==> src/rtl/wdt_pkg.sv <==
// watchdog package: register offsets, control field layout, fuse bundle, timing counts
// assumes a single 200 MHz ref_clk domain and an 8-bit special-function register port
package wdt_pkg;

  // ----------------------------------------------------------------
  // register map
  // ----------------------------------------------------------------
  localparam logic [7:0] ADDR_WATCHDOG_CONTROL = 8'hE1; // control register offset
  localparam logic [7:0] ADDR_RESET_CAUSE_FLAGS = 8'h97; // reset cause flags offset

  // control field positions
  localparam int BIT_RESET_EN = 7;
  localparam int BIT_NONSTOP = 6;
  localparam int BIT_RUN = 5;
  localparam int BIT_CLEAR = 4;
  localparam int BIT_IDLE = 3;
  localparam int BIT_FLAG = 0; // overflow flag in reset cause flags

  // reset values
  localparam logic [7:0] CTRL_POR_VALUE = 8'h07; // power-on value when not fused
  localparam logic [7:0] FLAGS_POR_VALUE = 8'h00;

  // ----------------------------------------------------------------
  // counter geometry and timing
  // ----------------------------------------------------------------
  localparam int COUNT_W = 9;
  localparam int PRESC_W = 7;
  localparam int CLK_HZ = 200_000_000;
  localparam int RC_HZ = 32_000; // low-power rc oscillator rate
  localparam int RC_TICK_CYCLES = CLK_HZ / RC_HZ; // ref_clk cycles per rc tick, rounded down

  // ----------------------------------------------------------------
  // carriers
  // ----------------------------------------------------------------
  typedef struct packed {
    logic reset_enable_fuse;
    logic nonstop_fuse;
    logic auto_enable_fuse;
    logic idle_count_fuse;
    logic [2:0] period_select_fuse;
    logic write_protect_fuse;
  } fuse_t;

  typedef struct packed {
    logic wr;
    logic rd;
    logic privileged;
    logic [7:0] addr;
    logic [7:0] wdata;
  } sfr_req_t;

  typedef struct packed {
    logic overflow_reset_enable;
    logic nonstop_in_powerdown;
    logic run_enable;
    logic count_in_idle;
    logic [2:0] period_select;
  } ctrl_t;

endpackage : wdt_pkg

==> src/rtl/rc_tick_gen.sv <==
// rc_tick_gen: one-cycle enable pulses at the low-power rc oscillator rate
// assumes ref_clk; the oscillator is modelled as a divider that runs only when asked
`timescale 1ns/10ps
module rc_tick_gen #(
  parameter int DIV = wdt_pkg::RC_TICK_CYCLES
) (
  input wire logic ref_clk,
  input wire logic arst_n,
  input wire logic run,
  output logic tick
);
  import wdt_pkg::*;

  // ----------------------------------------------------------------
  // state
  // ----------------------------------------------------------------
  typedef struct packed {
    logic [15:0] cnt; // divider count
    logic tick;       // registered pulse
  } tick_state_t;

  tick_state_t st_reg;
  tick_state_t st_next;

  // divider: pulse on wrap, held at zero while stopped
  always_comb begin
    st_next = st_reg;
    st_next.tick = 1'b0;
    if (!run) begin
      st_next.cnt = 16'h0000;
    end else if (st_reg.cnt == 16'(DIV - 1)) begin
      st_next.cnt = 16'h0000;
      st_next.tick = 1'b1;
    end else begin
      st_next.cnt = st_reg.cnt + 16'h0001;
    end
  end

  always_ff @(posedge ref_clk or negedge arst_n) begin
    if (!arst_n) begin
      st_reg <= '0;
    end else begin
      st_reg <= st_next;
    end
  end

  assign tick = st_reg.tick;

  a_tick_single: assert property (@(posedge ref_clk) disable iff (!arst_n)
    st_reg.tick |=> !st_reg.tick)
    else $error("rc tick lasted more than one cycle");

endmodule : rc_tick_gen

==> src/rtl/wdt_prescaler.sv <==
// wdt_prescaler: 7-bit prescaler picking a divide of 1..128 by period select
// assumes tick_in is a one-cycle enable on ref_clk
`timescale 1ns/10ps
module wdt_prescaler (
  input wire logic ref_clk,
  input wire logic arst_n,
  input wire logic tick_in,
  input wire logic clear,
  input wire logic [2:0] period_select,
  output logic tick_out
);
  import wdt_pkg::*;

  // ----------------------------------------------------------------
  // state
  // ----------------------------------------------------------------
  typedef struct packed {
    logic [PRESC_W-1:0] cnt; // prescaler count
  } presc_state_t;

  presc_state_t st_reg;
  presc_state_t st_next;
  logic [PRESC_W-1:0] mask; // low bits that must all be one

  // divide by 2^period_select
  always_comb begin
    mask = PRESC_W'((8'h01 << period_select) - 8'h01);
    st_next = st_reg;
    tick_out = tick_in && ((st_reg.cnt & mask) == mask);
    if (clear) begin
      st_next.cnt = '0;
    end else if (tick_in) begin
      st_next.cnt = st_reg.cnt + 7'h01;
    end
  end

  always_ff @(posedge ref_clk or negedge arst_n) begin
    if (!arst_n) begin
      st_reg <= '0;
    end else begin
      st_reg <= st_next;
    end
  end

  a_presc_div1: assert property (@(posedge ref_clk) disable iff (!arst_n)
    (period_select == 3'h0 && tick_in) |-> tick_out)
    else $error("divide by one missed a tick");

endmodule : wdt_prescaler

==> src/rtl/watchdog_timer.sv <==
// watchdog_timer: 9-bit watchdog with prescaler, control register and overflow flag
// assumes a cpu special-function register port on ref_clk, fuse straps stable after
// power-on, power-on reset on arst_n and warm resets that must not touch this block
`timescale 1ns/10ps

// Function
// - 9-bit counter, 7-bit prescaler, one control register
// - prescaler clocked from the 32 kHz oscillator
// - overflow sets flag; interrupt needs both enables
// - reset enable makes overflow reset the system
// - writing one to clear zeroes the counter
// - run enable sticks until power-on or privileged write
// - control survives warm resets; only power-on alters
// - top bits set-only outside privileged page
// - idle counting follows idle bit or nonstop fuse
// - nonstop bit keeps counting and wakes power-down
// - period select divides by one to 128
// - flag set by hardware, cleared writing one
// - auto-enable fuse loads control at power-up
// - without auto-enable fuse watchdog starts disabled
// - both fuses block all control writes except clear
// - write-protect fuse locks mode and period fields
// - reset-enable and nonstop power-up follow fuses
module watchdog_timer #(
  // rc oscillator divide from ref_clk
  parameter int RC_DIV = wdt_pkg::RC_TICK_CYCLES
) (
  input wire logic ref_clk,
  input wire logic arst_n,
  input wire wdt_pkg::sfr_req_t sfr_req,
  output logic [7:0] sfr_rdata,
  input wire wdt_pkg::fuse_t fuses,
  input wire logic cpu_idle,
  input wire logic cpu_powerdown,
  input wire logic overflow_irq_enable,
  input wire logic system_flag_irq_enable,
  output logic irq,
  output logic system_reset,
  output logic wakeup
);
  import wdt_pkg::*;

  // ----------------------------------------------------------------
  // state
  // ----------------------------------------------------------------
  typedef struct packed {
    ctrl_t ctrl;                 // control register bits
    logic loaded;                // fuse load done after power-on
    logic [COUNT_W-1:0] count;   // watchdog counter
    logic overflow_flag;         // sticky overflow flag
    logic sys_rst;               // registered reset request
    logic wake;                  // registered wake pulse
    logic [7:0] rdata;           // read data
  } wdt_state_t;

  wdt_state_t st_reg;
  wdt_state_t st_next;

  logic rc_tick;      // 32 kHz enable
  logic count_tick;   // prescaled enable
  logic counting;     // counter allowed to advance
  logic clear_hit;    // counter clear write
  logic overflow;     // counter wraps this cycle
  logic wr_ctrl;      // write to control address
  logic wr_flags;     // write to flags address
  logic locked_all;   // both fuses programmed
  fuse_t fuse_q;      // fuses, stable after power-on

  assign fuse_q = fuses;

  // pack control bits for read-back; the one-shot clear bit always reads as zero
  function automatic logic [7:0] ctrl_byte(input ctrl_t c);
    ctrl_byte = {c.overflow_reset_enable, c.nonstop_in_powerdown, c.run_enable, 1'b0,
                 c.count_in_idle, c.period_select};
  endfunction : ctrl_byte

  // ----------------------------------------------------------------
  // time base
  // ----------------------------------------------------------------
  // oscillator runs while enabled; in power-down only with nonstop set, in idle only with idle bit or nonstop fuse
  assign counting = st_reg.ctrl.run_enable && st_reg.loaded
    && !(cpu_powerdown && !st_reg.ctrl.nonstop_in_powerdown)
    && !(cpu_idle && !cpu_powerdown && !st_reg.ctrl.count_in_idle
         && !fuse_q.nonstop_fuse);

  rc_tick_gen #(
    .DIV(RC_DIV)
  ) u_rc (
    .ref_clk(ref_clk),
    .arst_n(arst_n),
    .run(counting),
    .tick(rc_tick)
  );

  wdt_prescaler u_presc (
    .ref_clk(ref_clk),
    .arst_n(arst_n),
    .tick_in(rc_tick),
    .clear(clear_hit),
    .period_select(st_reg.ctrl.period_select),
    .tick_out(count_tick)
  );

  // ----------------------------------------------------------------
  // register decode
  // ----------------------------------------------------------------
  assign wr_ctrl = sfr_req.wr && (sfr_req.addr == ADDR_WATCHDOG_CONTROL);
  assign wr_flags = sfr_req.wr && (sfr_req.addr == ADDR_RESET_CAUSE_FLAGS);
  assign locked_all = fuse_q.auto_enable_fuse && fuse_q.write_protect_fuse;
  assign clear_hit = wr_ctrl && sfr_req.wdata[BIT_CLEAR];
  assign overflow = count_tick && (st_reg.count == '1) && !clear_hit;

  // ----------------------------------------------------------------
  // next-state logic
  // ----------------------------------------------------------------
  always_comb begin
    st_next = st_reg;
    st_next.sys_rst = 1'b0;
    st_next.wake = 1'b0;

    // power-up load from fuses, once after power-on release
    if (!st_reg.loaded) begin
      st_next.loaded = 1'b1;
      if (fuse_q.auto_enable_fuse) begin
        st_next.ctrl.run_enable = 1'b1;
        st_next.ctrl.count_in_idle = fuse_q.idle_count_fuse;
        st_next.ctrl.period_select = fuse_q.period_select_fuse;
      end
      // reset-enable and nonstop follow their fuses at power-up
      st_next.ctrl.overflow_reset_enable = fuse_q.reset_enable_fuse;
      st_next.ctrl.nonstop_in_powerdown = fuse_q.nonstop_fuse;
    end else if (wr_ctrl && !locked_all) begin
      // set-only top bits on normal pages; privileged page writes freely
      if (sfr_req.privileged) begin
        st_next.ctrl.run_enable = sfr_req.wdata[BIT_RUN];
      end else begin
        st_next.ctrl.run_enable = st_reg.ctrl.run_enable | sfr_req.wdata[BIT_RUN];
      end
      if (!fuse_q.write_protect_fuse) begin
        if (sfr_req.privileged) begin
          st_next.ctrl.overflow_reset_enable = sfr_req.wdata[BIT_RESET_EN];
          st_next.ctrl.nonstop_in_powerdown = sfr_req.wdata[BIT_NONSTOP];
        end else begin
          st_next.ctrl.overflow_reset_enable = st_reg.ctrl.overflow_reset_enable
            | sfr_req.wdata[BIT_RESET_EN];
          st_next.ctrl.nonstop_in_powerdown = st_reg.ctrl.nonstop_in_powerdown
            | sfr_req.wdata[BIT_NONSTOP];
        end
        st_next.ctrl.count_in_idle = sfr_req.wdata[BIT_IDLE];
        st_next.ctrl.period_select = sfr_req.wdata[2:0];
      end
    end

    // counter: clear write, else advance on prescaled tick
    if (clear_hit) begin
      st_next.count = '0;
    end else if (count_tick) begin
      st_next.count = st_reg.count + 9'h001; // wraps to zero on overflow
    end

    // flag: software writes one to clear, set wins
    if (wr_flags && sfr_req.wdata[BIT_FLAG]) begin
      st_next.overflow_flag = 1'b0;
    end
    if (overflow) begin
      st_next.overflow_flag = 1'b1;
      st_next.sys_rst = st_reg.ctrl.overflow_reset_enable;
      st_next.wake = cpu_powerdown;
    end

    // read mux, registered
    if (sfr_req.rd && sfr_req.addr == ADDR_WATCHDOG_CONTROL) begin
      st_next.rdata = ctrl_byte(st_reg.ctrl);
    end else if (sfr_req.rd && sfr_req.addr == ADDR_RESET_CAUSE_FLAGS) begin
      st_next.rdata = {7'h00, st_reg.overflow_flag};
    end else begin
      st_next.rdata = 8'h00;
    end
  end

  // power-on reset only; warm resets never reach this block
  always_ff @(posedge ref_clk or negedge arst_n) begin
    if (!arst_n) begin
      st_reg.ctrl <= ctrl_t'(CTRL_POR_VALUE[7:5] == 3'h0 ? {4'h0, CTRL_POR_VALUE[2:0]}
                                                        : 7'h00);
      st_reg.loaded <= 1'b0;
      st_reg.count <= '0;
      st_reg.overflow_flag <= FLAGS_POR_VALUE[BIT_FLAG];
      st_reg.sys_rst <= 1'b0;
      st_reg.wake <= 1'b0;
      st_reg.rdata <= 8'h00;
    end else begin
      st_reg <= st_next;
    end
  end

  // ----------------------------------------------------------------
  // outputs
  // ----------------------------------------------------------------
  assign sfr_rdata = st_reg.rdata;
  assign irq = st_reg.overflow_flag && overflow_irq_enable && system_flag_irq_enable;
  assign system_reset = st_reg.sys_rst;
  assign wakeup = st_reg.wake || (cpu_powerdown && irq);

  // ----------------------------------------------------------------
  // checks
  // ----------------------------------------------------------------
  a_flag_on_ovf: assert property (@(posedge ref_clk) disable iff (!arst_n)
    overflow |=> st_reg.overflow_flag)
    else $error("overflow did not set flag");

  a_rst_on_ovf: assert property (@(posedge ref_clk) disable iff (!arst_n)
    overflow |=> (system_reset == $past(st_reg.ctrl.overflow_reset_enable)))
    else $error("reset request mismatch on overflow");

  a_clear_count: assert property (@(posedge ref_clk) disable iff (!arst_n)
    clear_hit |=> (st_reg.count == 9'h000))
    else $error("clear write did not zero counter");

  a_run_sticky: assert property (@(posedge ref_clk) disable iff (!arst_n)
    (st_reg.loaded && st_reg.ctrl.run_enable && !(wr_ctrl && sfr_req.privileged))
      |=> st_reg.ctrl.run_enable)
    else $error("run enable dropped without privileged write");

  a_topbit_setonly: assert property (@(posedge ref_clk) disable iff (!arst_n)
    (st_reg.loaded && wr_ctrl && !sfr_req.privileged && st_reg.ctrl.overflow_reset_enable)
      |=> st_reg.ctrl.overflow_reset_enable)
    else $error("reset enable cleared from normal page");

  a_lock_all: assert property (@(posedge ref_clk) disable iff (!arst_n)
    (st_reg.loaded && locked_all) |=> $stable(st_reg.ctrl))
    else $error("control changed while fully locked");

  a_wp_fields: assert property (@(posedge ref_clk) disable iff (!arst_n)
    (st_reg.loaded && fuse_q.write_protect_fuse)
      |=> $stable(st_reg.ctrl.period_select) && $stable(st_reg.ctrl.count_in_idle))
    else $error("protected fields changed");

  a_idle_stop: assert property (@(posedge ref_clk) disable iff (!arst_n)
    (cpu_idle && !cpu_powerdown && !st_reg.ctrl.count_in_idle && !fuse_q.nonstop_fuse)
      |-> !counting)
    else $error("counting in idle while stopped");

  a_pd_stop: assert property (@(posedge ref_clk) disable iff (!arst_n)
    (cpu_powerdown && !st_reg.ctrl.nonstop_in_powerdown) |-> !counting)
    else $error("counting in power-down without nonstop");

  a_fuse_load: assert property (@(posedge ref_clk) disable iff (!arst_n)
    (!st_reg.loaded && fuse_q.auto_enable_fuse) |=> st_reg.ctrl.run_enable)
    else $error("auto-enable fuse did not start watchdog");

  a_no_auto: assert property (@(posedge ref_clk) disable iff (!arst_n)
    (!st_reg.loaded && !fuse_q.auto_enable_fuse) |=> !st_reg.ctrl.run_enable)
    else $error("watchdog running without enable");

  // only hardware sets the flag, and only on an overflow
  a_flag_no_set: assert property (@(posedge ref_clk) disable iff (!arst_n)
    (!overflow && !st_reg.overflow_flag) |=> !st_reg.overflow_flag)
    else $error("flag set without overflow");

  // write of one clears the flag unless an overflow lands in the same cycle
  a_flag_wr_clear: assert property (@(posedge ref_clk) disable iff (!arst_n)
    (wr_flags && sfr_req.wdata[BIT_FLAG] && !overflow) |=> !st_reg.overflow_flag)
    else $error("flag not cleared by write of one");

  // a set flag survives anything but a clearing write
  a_flag_wr_keep: assert property (@(posedge ref_clk) disable iff (!arst_n)
    (st_reg.overflow_flag && !(wr_flags && sfr_req.wdata[BIT_FLAG]))
      |=> st_reg.overflow_flag)
    else $error("flag lost without a clearing write");

  // interrupt only with flag and both enables
  a_irq_gate: assert property (@(posedge ref_clk) disable iff (!arst_n)
    irq |-> (st_reg.overflow_flag && overflow_irq_enable && system_flag_irq_enable))
    else $error("interrupt without flag and both enables");

  // counter advances by one per prescaled tick, wrapping at its width
  a_count_step: assert property (@(posedge ref_clk) disable iff (!arst_n)
    (count_tick && !clear_hit)
      |=> (st_reg.count == COUNT_W'($past(st_reg.count) + 9'h001)))
    else $error("counter did not step on tick");

  // counter holds between prescaled ticks
  a_count_hold: assert property (@(posedge ref_clk) disable iff (!arst_n)
    (!count_tick && !clear_hit) |=> $stable(st_reg.count))
    else $error("counter moved without a tick");

  // a stopped oscillator gives no time base ticks
  a_rc_stopped: assert property (@(posedge ref_clk) disable iff (!arst_n)
    !counting |=> !rc_tick)
    else $error("oscillator tick while stopped");

  // no reset request while reset enable is clear
  a_no_rst_off: assert property (@(posedge ref_clk) disable iff (!arst_n)
    !st_reg.ctrl.overflow_reset_enable |=> !system_reset)
    else $error("reset request with reset enable clear");

  // nonstop bit is set-only outside the privileged page
  a_nonstop_setonly: assert property (@(posedge ref_clk) disable iff (!arst_n)
    (st_reg.loaded && wr_ctrl && !sfr_req.privileged && st_reg.ctrl.nonstop_in_powerdown)
      |=> st_reg.ctrl.nonstop_in_powerdown)
    else $error("nonstop cleared from normal page");

  // once loaded, only a register write moves the control bits
  a_ctrl_hold: assert property (@(posedge ref_clk) disable iff (!arst_n)
    (st_reg.loaded && !wr_ctrl) |=> $stable(st_reg.ctrl))
    else $error("control changed without a write");

  // overflow in power-down raises a wake request
  a_wake_pd: assert property (@(posedge ref_clk) disable iff (!arst_n)
    (overflow && cpu_powerdown) |=> wakeup)
    else $error("overflow in power-down did not wake");

endmodule : watchdog_timer

==> config.mk <==
export PLATFORM = sky130hd
export DESIGN_NAME = watchdog_timer
export DESIGN_NICKNAME = d
export VERILOG_FILES = /design/src/rtl/wdt_pkg.sv /design/src/rtl/rc_tick_gen.sv /design/src/rtl/wdt_prescaler.sv /design/src/rtl/watchdog_timer.sv
export SDC_FILE = /design/constraint.sdc
export NUM_CORES = 1
export LEC_CHECK = 0
export ABC_AREA = 0
export BUFFER_PORTS_ARGS = -buffer_cell sky130_fd_sc_hd__buf_2
export CORE_MARGIN = 3
export CORE_UTILIZATION = 46
export CTS_CLUSTER_DIAMETER = 80
export DETAILED_ROUTE_END_ITERATION = 6
export GPL_ROUTABILITY_DRIVEN = 0
export GPL_TIMING_DRIVEN = 0
export PLACE_DENSITY = 0.79
export REMOVE_ABC_BUFFERS = 1
export SYNTH_ARGS = -nofsm -noshare
export SYNTH_HDL_FRONTEND = slang
export SYNTH_SLANG_ARGS = --single-unit
==> constraint.sdc <==
create_clock -name ref_clk -period 2 [get_ports ref_clk]
set_clock_uncertainty 0.2 [all_clocks]
set_input_delay 0 -clock ref_clk [delete_from_list [all_inputs] [get_ports ref_clk]]
set_output_delay 0 -clock ref_clk [all_outputs]
set_load 0.02 [all_outputs]
==> Word-level counts from Yosys, hierarchy flattened <==
Index checks and enable logic that the tools add are counted.
{ "op_classes": {"addsub": 4, "eq_ne": 7, "n_shift": 1, "mux": 19, "bitwise": 4, "n_reduce_logical": 37} }
{ "ops": {"columns": ["cell", "count"], "rows": [
  ["$mux W16", 2],
  ["$mux W7", 4],
  ["$logic_and A1 B1 Y1", 21],
  ["$mux W9", 2],
  ["$add A16 B1 Y16 const B", 1],
  ["$eq A16 B13 Y1 const B", 1],
  ["$eq A8 B8 Y1 const B", 2],
  ["$add A9 B1 Y9 const B", 1],
  ["$eq A9 B9 Y1 const B", 1],
  ["$logic_not A1 Y1", 8],
  ["$mux W8", 1],
  ["$reduce_bool A2 Y1", 4],
  ["$add A7 B1 Y7 const B", 1],
  ["$and A7 B7 Y7", 1],
  ["$eq A7 B7 Y1", 1],
  ["$shl A1 B3 Y7 const A", 1],
  ["$sub A7 B1 Y7 const B", 1],
  ["$mux W1", 5],
  ["$mux W5", 1],
  ["$mux W2", 2],
  ["$mux W4", 1],
  ["$reduce_and A2 Y1", 2],
  ["$mux W3", 1],
  ["$or A1 B1 Y1", 3],
  ["4 further kinds", 4]
]} }
{ "totals": {"register_bits": 52, "out_inout_bits": 11, "wordCells": 86} }

==> Logic depth before layout (Yosys ltp) <==
Gate-level depths: netlist of run 1.
{ "depth": {"word_depth": 8, "ltp_mapped": 8, "mapped_depth_nobuf": 6} }

==> Cells and area by module <==
Synthesis of run 1 repeated with hierarchy kept, for this count alone.
{ "unflattened": {"cells_unflattened": 249, "area_unflattened_um2": 2576.2} }
{ "by_module_without_submodules": {"columns": ["mod", "n_inst", "cells_each", "area_per_inst_um2"], "rows": [
  ["watchdog_timer", 1, 122, 1355.0],
  ["rc_tick_gen", 1, 87, 848.3],
  ["wdt_prescaler", 1, 40, 372.9]
]} }

==> Worst setup path before layout of run 1 <==
OpenSTA, ideal clock, no wires.
{ "synth_timing": {"path_type": "register to register", "from": "register u_rc.st_reg[1] in the netlist's numbering", "to": "register u_rc.st_reg[10] in the netlist's numbering", "arrival_ps": 1681, "path_slack_ps": 48, "stages_incl_launch_ff": 8, "cell_sequence": "dfrtp_1 ha_1 nor4b_1 nand4_1 or3b_2 clkbuf_1 buf_2 nor2_1"} }
{ "synth_rtl": {"columns": ["item", "line_no", "rtl"], "rows": [
  ["start: declaration", "rc_tick_gen.sv:22", "tick_state_t st_reg;"],
  ["start signal: assignment", "rc_tick_gen.sv:43", "st_reg <= st_next;"]
]} }

==> Worst setup path in the final report of run 1 <==
{ "layout_timing": {"from": "register u_presc.st_reg[4] in the netlist's numbering", "to": "register st_reg[16] in the netlist's numbering"} }
{ "layout_between": {"elab_chain_cells": 4} }
{ "layout_lines": {"columns": ["item", "line_no", "rtl"], "rows": [
  ["start: declaration", "wdt_prescaler.sv:21", "presc_state_t st_reg;"],
  ["start signal: assignment", "wdt_prescaler.sv:41", "st_reg <= st_next;"],
  ["$and A7 B7 Y7", "wdt_prescaler.sv:29", "tick_out = tick_in && ((st_reg.cnt & mask) == mask);"],
  ["$eq A7 B7 Y1", "wdt_prescaler.sv:29", null],
  ["$logic_and A1 B1 Y1", "wdt_prescaler.sv:29", null],
  ["$reduce_bool A2 Y1 (no source line)", null, null],
  ["end signal: assignment", "watchdog_timer.sv:193", "st_reg <= st_next;"],
  ["end: declaration", "watchdog_timer.sv:56", "wdt_state_t st_reg;"]
]} }
Every way passes these cells.
A chain may end at the register's enable or synchronous reset.

==> results.json, run 1 <==
{
  "finalNonFillerCells": 402,
  "synth_cells": 263,
  "hold_violations": 0,
  "die_y_um": 80.5,
  "reg2regPathDepth": 5,
  "clock-root-buffer": "clkbuf_8",
  "via_count": 2210,
  "synth_seq_cells": 51,
  "leakagePower_uw": 0.00149,
  "status": "finished, final reports clean",
  "worst_setup_path_start_kind": "flop",
  "crit_slowest_cell": "dfrtp_1",
  "die_area_um2": 6470,
  "avgRoutedWirePerCell_um": 15.9,
  "drv_slew": 0,
  "arrival_ps": 2020,
  "slew-limit-headroom": 0.271,
  "pwr-share-clk": 0.305,
  "cts.clk_slew.worst_paths_ps": 100,
  "max_freq_mhz": 507,
  "slowest_delay_ps": 440,
  "grt_max_degree": 52,
  "holdCritPathClass": "in -> reg",
  "cp_top_family": "simple AND/OR/NAND/NOR gates",
  "fin_nets": 369,
  "r2r-end": "st_reg[16]$_DFFE_PN0P_",
  "synthDistinctLibCells": 40,
  "diodes": 0,
  "cp.depth": 5,
  "numPortBuffers": 42,
  "cts_sinks": 51,
  "cp-endpoint": "st_reg[16]$_DFFE_PN0P_",
  "dieWidth_um": 80.5,
  "antenna_found_initial": 0,
  "worstSetupPathType": "reg -> reg",
  "fill_cells": 398,
  "r2r_start": "u_presc.st_reg[4]$_DFFE_PN0P_",
  "overflow": 0,
  "ant_nets": 0,
  "whs_ps": 142,
  "crit_required_ps": 2040,
  "multiInputGateArea_um2": 1260,
  "track_usage": 0.203,
  "pwr-share-comb": 0.131,
  "area_growth_pct": 28.4,
  "ios": 44,
  "wl_um": 6410,
  "fp-row-count": 26,
  "p_switching_uw": 540,
  "drt-vias-per-instance": 5.50,
  "critical_path_buf_inv_count": 0,
  "largest_register_ff_count": 19,
  "yosysWarnings": 0,
  "drt_iter0_markers": 167,
  "grt_pass1_vias": 2137,
  "ff2ff_setup_slack_ps": 30,
  "rsz0062_at_grt": "true",
  "synth.cell_area_um2": 2550,
  "crit_chain": "and2_4 -> o2111ai_4 -> or3_4 -> or3_4 -> a21oi_2",
  "start_util": 0.487,
  "cts_tree": "yes",
  "placed_cells": 359,
  "startpoint": "u_presc.st_reg[4]$_DFFE_PN0P_",
  "h-tree-depth": 2,
  "p_sw_frac": 0.271,
  "cts_buffers": 5,
  "crit_path_frequent_cell": "or3_4",
  "synth.avg_cell_area_um2": 9.70,
  "setup_viol": 0,
  "power_frac_seq": 0.564,
  "drc": 0,
  "drv_cap": 0,
  "grt_pass1_wl_um": 10100,
  "post-route-util": 0.625,
  "end_kind": "flop",
  "peakVddDrop_v": 0.000427,
  "clock_path_buffers": 2,
  "drt_pass1_iterations": 4,
  "regArea_um2": 1280,
  "period_needed_ps": 1970,
  "worst_slew_pin_slew_ps": 1090,
  "drive_above_1_share": 0.241,
  "worstPathMaxFanout": 4,
  "hold_depth": 4,
  "powerDensity_nw_per_um2": 609,
  "seq_area_frac_synth": 0.502,
  "core_area_um2": 5240,
  "worstSkewPairLatency_ps": 310,
  "dp_hpwl_um": 3630,
  "p_int_uw": 1450,
  "period_share": 0.986
}
==> cell usage after synthesis (all sizes together) <==
cell type / number / share of area
a31o: 2 / 0.0069
clkbuf: 4 / 0.0059
o211ai: 2 / 0.0059
a21o: 1 / 0.0029
a21bo: 1 / 0.0039
nand4b: 1 / 0.0034
conb: 2 / 0.0029
a21oi: 10 / 0.020
nor4b: 3 / 0.010
xnor2: 11 / 0.038
nor3: 6 / 0.012
nand4: 11 / 0.027
and4: 4 / 0.014
a211o: 2 / 0.0069
nand3: 9 / 0.018
nor2: 39 / 0.058
or3b: 1 / 0.0034
and3: 13 / 0.032
or3: 2 / 0.0049
nand2: 24 / 0.035
and4bb: 1 / 0.0049
dfstp: 3 / 0.031
dfrtp: 48 / 0.47
inv: 5 / 0.0074
mux2i: 3 / 0.012
nor2b: 2 / 0.0049
xor2: 11 / 0.038
nor4: 1 / 0.0025
nor3b: 2 / 0.0059
o22ai: 5 / 0.012
nand2b: 5 / 0.012
and2: 5 / 0.012
ha: 5 / 0.025
o2bb2ai: 1 / 0.0034
and3b: 2 / 0.0069
buf: 12 / 0.031
o21ai: 3 / 0.0059
o2111ai: 1 / 0.0034
==> per-stage QoR <==
step | total power [uW] | area, um^2 | TNS (ps) | setup slack, ps
after detailed placement | 1310 | 2750 | -346 | -153
after global routing | 2080 | 3270 | -30.5 | -30.5
after CTS | 1960 | 3150 | 0 | 3.44
after global placement | 1300 | 2750 | -299 | -132
final | 1990 | 3270 | 0 | 28.8
after floorplan | 1230 | 2450 | 0 | 172
==> placed cells by master, fill, tap and decap left out, types with 2 or more instances in the layout <==
cell type      count
and4_1             4
a21oi_1            8
and3b_1            2
a21oi_2            2
nor4b_2            2
a31o_2             2
dfrtp_2            3
dlygate4sd3_1     29
nor2b_1            2
nor2_1            38
o21ai_0            2
and3_1            12
nand4_1           11
nand2_1           24
dfstp_2            3
o22ai_1            4
mux2i_1            3
inv_1              5
dfrtp_1           45
nand3_1            9
o211ai_1           2
nor3b_1            2
nor3_1             5
clkinv_2           2
nand2b_1           5
clkbuf_8           5
and2_1             4
or3b_4             2
xor2_1            11
buf_4              5
ha_1               5
xnor2_1           11
conb_1             2
buf_2             42
a211o_1            2
or3_4              2
==> worst min-delay path by stage <==
stage,startpoint,end
after global placement,sfr_req[6],st_reg[26]$_DFFE_PN0P_
final,sfr_req[11],st_reg[25]$_DFFE_PN0P_
after CTS,sfr_req[11],st_reg[25]$_DFFE_PN0P_
after floorplan,arst_n,sfr_rdata[0]$_DFF_PN0_
after global routing,sfr_req[11],st_reg[25]$_DFFE_PN0P_
after detailed placement,sfr_req[7],st_reg[27]$_DFFE_PN0P_
==> worst min-delay path, cell delays in order <==
cell	delay (ps)
buf_2	80
and3b_1	200
nand4_1	200
o211ai_1	140
==> power groups by stage <==
stage          clock [uW]  combinational, uW  sequential, uW
2_1_floorplan           0               98.9            1130
3_3_place_gp            0                168            1140
3_5_place_dp            0                175            1140
4_1_cts               622                220            1120
5_1_grt               657                289            1130
6_report              608                260            1130
==> cell type report <==
cell class                 count  share of cell area
clock inverter                 3             0.00573
tap                           70              0.0268
sequential                    51               0.392
multi-input combinational    192               0.384
inverter                       5             0.00573
clock buffer                   5              0.0210
timing repair buffer          76               0.164
==> cells by family after synthesis <==
| logic type | count (synthesis) | share of synthesized area |
|---|---|---|
| compound gates | 28 | 0.0712 |
| xor+xnor | 22 | 0.0756 |
| fa+ha+maj | 5 | 0.0245 |
| buf+inv | 21 | 0.0447 |
| flops | 51 | 0.502 |
| mux | 3 | 0.0118 |
| other cells | 2 | 0.00295 |
| simple gates | 131 | 0.267 |
==> metal layers <==
metal  vias up  wire length (um)  global-route usage
met4         0               161              0.0929
met1      1086              2670               0.262
li1       1034                 -                   -
met5         -                 0                   0
met2        76              3270               0.330
met3        14               299              0.0392
==> timing repair <==
item,in CTS,in global routing
pin swaps,0,3
gates cloned,0,1
setup endpoints to repair,8,22
hold endpoints to repair,67,0
hold buffers,29,0
buffers inserted,0,5
resized for setup,4,17
Power figures use the tool's default switching activity.
==> run 2: changes to the inputs <==
--- a/config.mk
+++ b/config.mk
@@ -7,6 +7,7 @@
 export LEC_CHECK = 0
 export ABC_AREA = 0
 export BUFFER_PORTS_ARGS = -buffer_cell sky130_fd_sc_hd__buf_2
+export CORE_ASPECT_RATIO = 1.2
 export CORE_MARGIN = 3
 export CORE_UTILIZATION = 46
 export CTS_CLUSTER_DIAMETER = 80
==> results.json, run 2 (synthesis results as in run 1) <==
{
  "period_needed_ps": 1980,
  "track_usage": 0.183,
  "antenna_found_initial": 0,
  "start_util": 0.478,
  "finalWorstSetupSlack_ps": 23.2,
  "crit_required_ps": 1980,
  "largest_register_ff_count": 19,
  "ant_nets": 0,
  "end_kind": "flop",
  "die_area_um2": 6480,
  "area_growth_pct": 29.7,
  "diodes": 0,
  "grt_pass1_wl_um": 9260,
  "drt-vias-per-instance": 5.62,
  "die_y_um": 87.6,
  "worstSkewPairLatency_ps": 310,
  "worstSetupPathType": "reg -> reg",
  "powerDensity_nw_per_um2": 647,
  "mostFrequentLayoutCells": "dfrtp_1, buf_2, nor2_1, dlygate4sd3_1, nand2_1",
  "cts_sinks": 51,
  "holdCritPathClass": "in -> reg",
  "placed_cells": 351,
  "drt_iter0_markers": 205,
  "dp_hpwl_um": 3520,
  "drv_slew": 0,
  "ios": 44,
  "clock_path_buffers": 2,
  "numPortBuffers": 42,
  "fp-row-count": 29,
  "max_freq_mhz": 506,
  "cts.clk_slew.worst_paths_ps": 100,
  "critical_path_buf_inv_count": 1,
  "via_count": 2236,
  "slowest_delay_ps": 610,
  "wl_um": 6080,
  "fill_cells": 387,
  "clock-root-buffer": "clkbuf_8",
  "dieWidth_um": 74.0,
  "drive_above_1_share": 0.238,
  "finalNonFillerCells": 398,
  "fin_nets": 373,
  "status": "finished, final reports clean",
  "core_area_um2": 5330,
  "cp_top_family": "flip-flops",
  "overflow": 0,
  "drv_cap": 0,
  "crit_chain": "nand2b_1 -> a21oi_1 -> or3_4 -> buf_4 -> mux2i_1 -> nor2_1",
  "peakVddDrop_v": 0.000297,
  "cts_tree": "yes",
  "pre_cts_slack_ps": -175,
  "worst_setup_path_start_kind": "flop",
  "avgRoutedWirePerCell_um": 15.3,
  "final_common_cell": "dfrtp_1",
  "period_share": 0.988,
  "whs_ps": 23.0,
  "arrival_ps": 1950,
  "setup_tns_ps": 0,
  "slew-limit-headroom": 0.274,
  "cts_buffers": 5,
  "h-tree-depth": 2,
  "leakagePower_uw": 0.00152,
  "grt_pass1_vias": 2115,
  "drc": 0,
  "hold_violations": 0,
  "worstPathMaxFanout": 6,
  "crit_slowest_cell": "dfstp_2",
  "worst_slew_pin_slew_ps": 1090,
  "drt_pass1_iterations": 4,
  "grt_max_degree": 52,
  "setup_viol": 0
}
==> run 2: cell type report <==
class / count / area (um^2) / area share
tap: 62 / 77.6 / 0.0234
clock inverter: 2 / 38.8 / 0.0117
sequential: 51 / 1280 / 0.388
clock buffer: 6 / 82.6 / 0.0250
inverter: 5 / 18.8 / 0.00567
multi-input combinational: 191 / 1220 / 0.368
timing repair buffer: 81 / 589 / 0.178
==> run 2: what timing repair did <==
action / 4_1_cts / 5_1_grt
hold endpoints to repair: 67 / 0
gates resized for setup: 5 / 13
setup buffers: 0 / 8
hold buffers: 31 / 0
pin swaps: 0 / 4
endpoints found under the setup margin: 9 / 6
==> run 2: metal layers <==
layer | routed length (um) | vias to the layer above | share of wire | GRT usage
li1 | - | 1043 | - | -
met1 | 2410 | 1076 | 0.40 | 0.208
met2 | 3110 | 90 | 0.51 | 0.315
met3 | 356 | 27 | 0.059 | 0.0425
met4 | 212 | 0 | 0.035 | 0.0956
met5 | 0 | - | 0 | 0
==> run 2: tightest hold or removal path, cell delays in order <==
cell and delay [ps]:
buf_2 90, inv_1 50, nand4_1 170, o22ai_1 110, nor2_1 80
==> run 2: worst paths after layout <==
check                                        from                       endpoint  slack, ps  depth (start not counted)
max                        st_reg[22]$_DFFE_PN1P_         st_reg[19]$_DFFE_PN0P_         20                          6
min                                    sfr_req[9]         st_reg[24]$_DFFE_PN0P_         20                          5
max reg2reg                st_reg[22]$_DFFE_PN1P_         st_reg[19]$_DFFE_PN0P_         20                          6
min reg2reg                st_reg[27]$_DFFE_PN0P_         system_reset$_DFF_PN0_        340                          1
max in group asynchronous                  arst_n  u_presc.st_reg[2]$_DFFE_PN0P_        630                          2
min in group asynchronous                  arst_n         st_reg[15]$_DFFE_PN0P_        230                          2
==> run 2: stage by stage <==
| stage | cell area, um^2 | utilization | power (uW) |
|---|---|---|---|
| 2_1_floorplan | 2450 | - | 1230 |
| 3_3_place_gp | 2740 | 0.514 | 1310 |
| 3_5_place_dp | 2740 | 0.514 | 1310 |
| 4_1_cts | 3190 | 0.599 | 2120 |
| 5_1_grt | 3310 | 0.620 | 2230 |
| 6_report | 3310 | 0.620 | 2140 |
==> run 2: power breakdown <==
group	switching (uW)	internal [uW]	total [uW]	leakage, uW
Clock	350	412	762	0.0000618
Combinational	126	128	254	0.000823
Sequential	47.7	1080	1120	0.000633
Total	524	1620	2140	0.00152
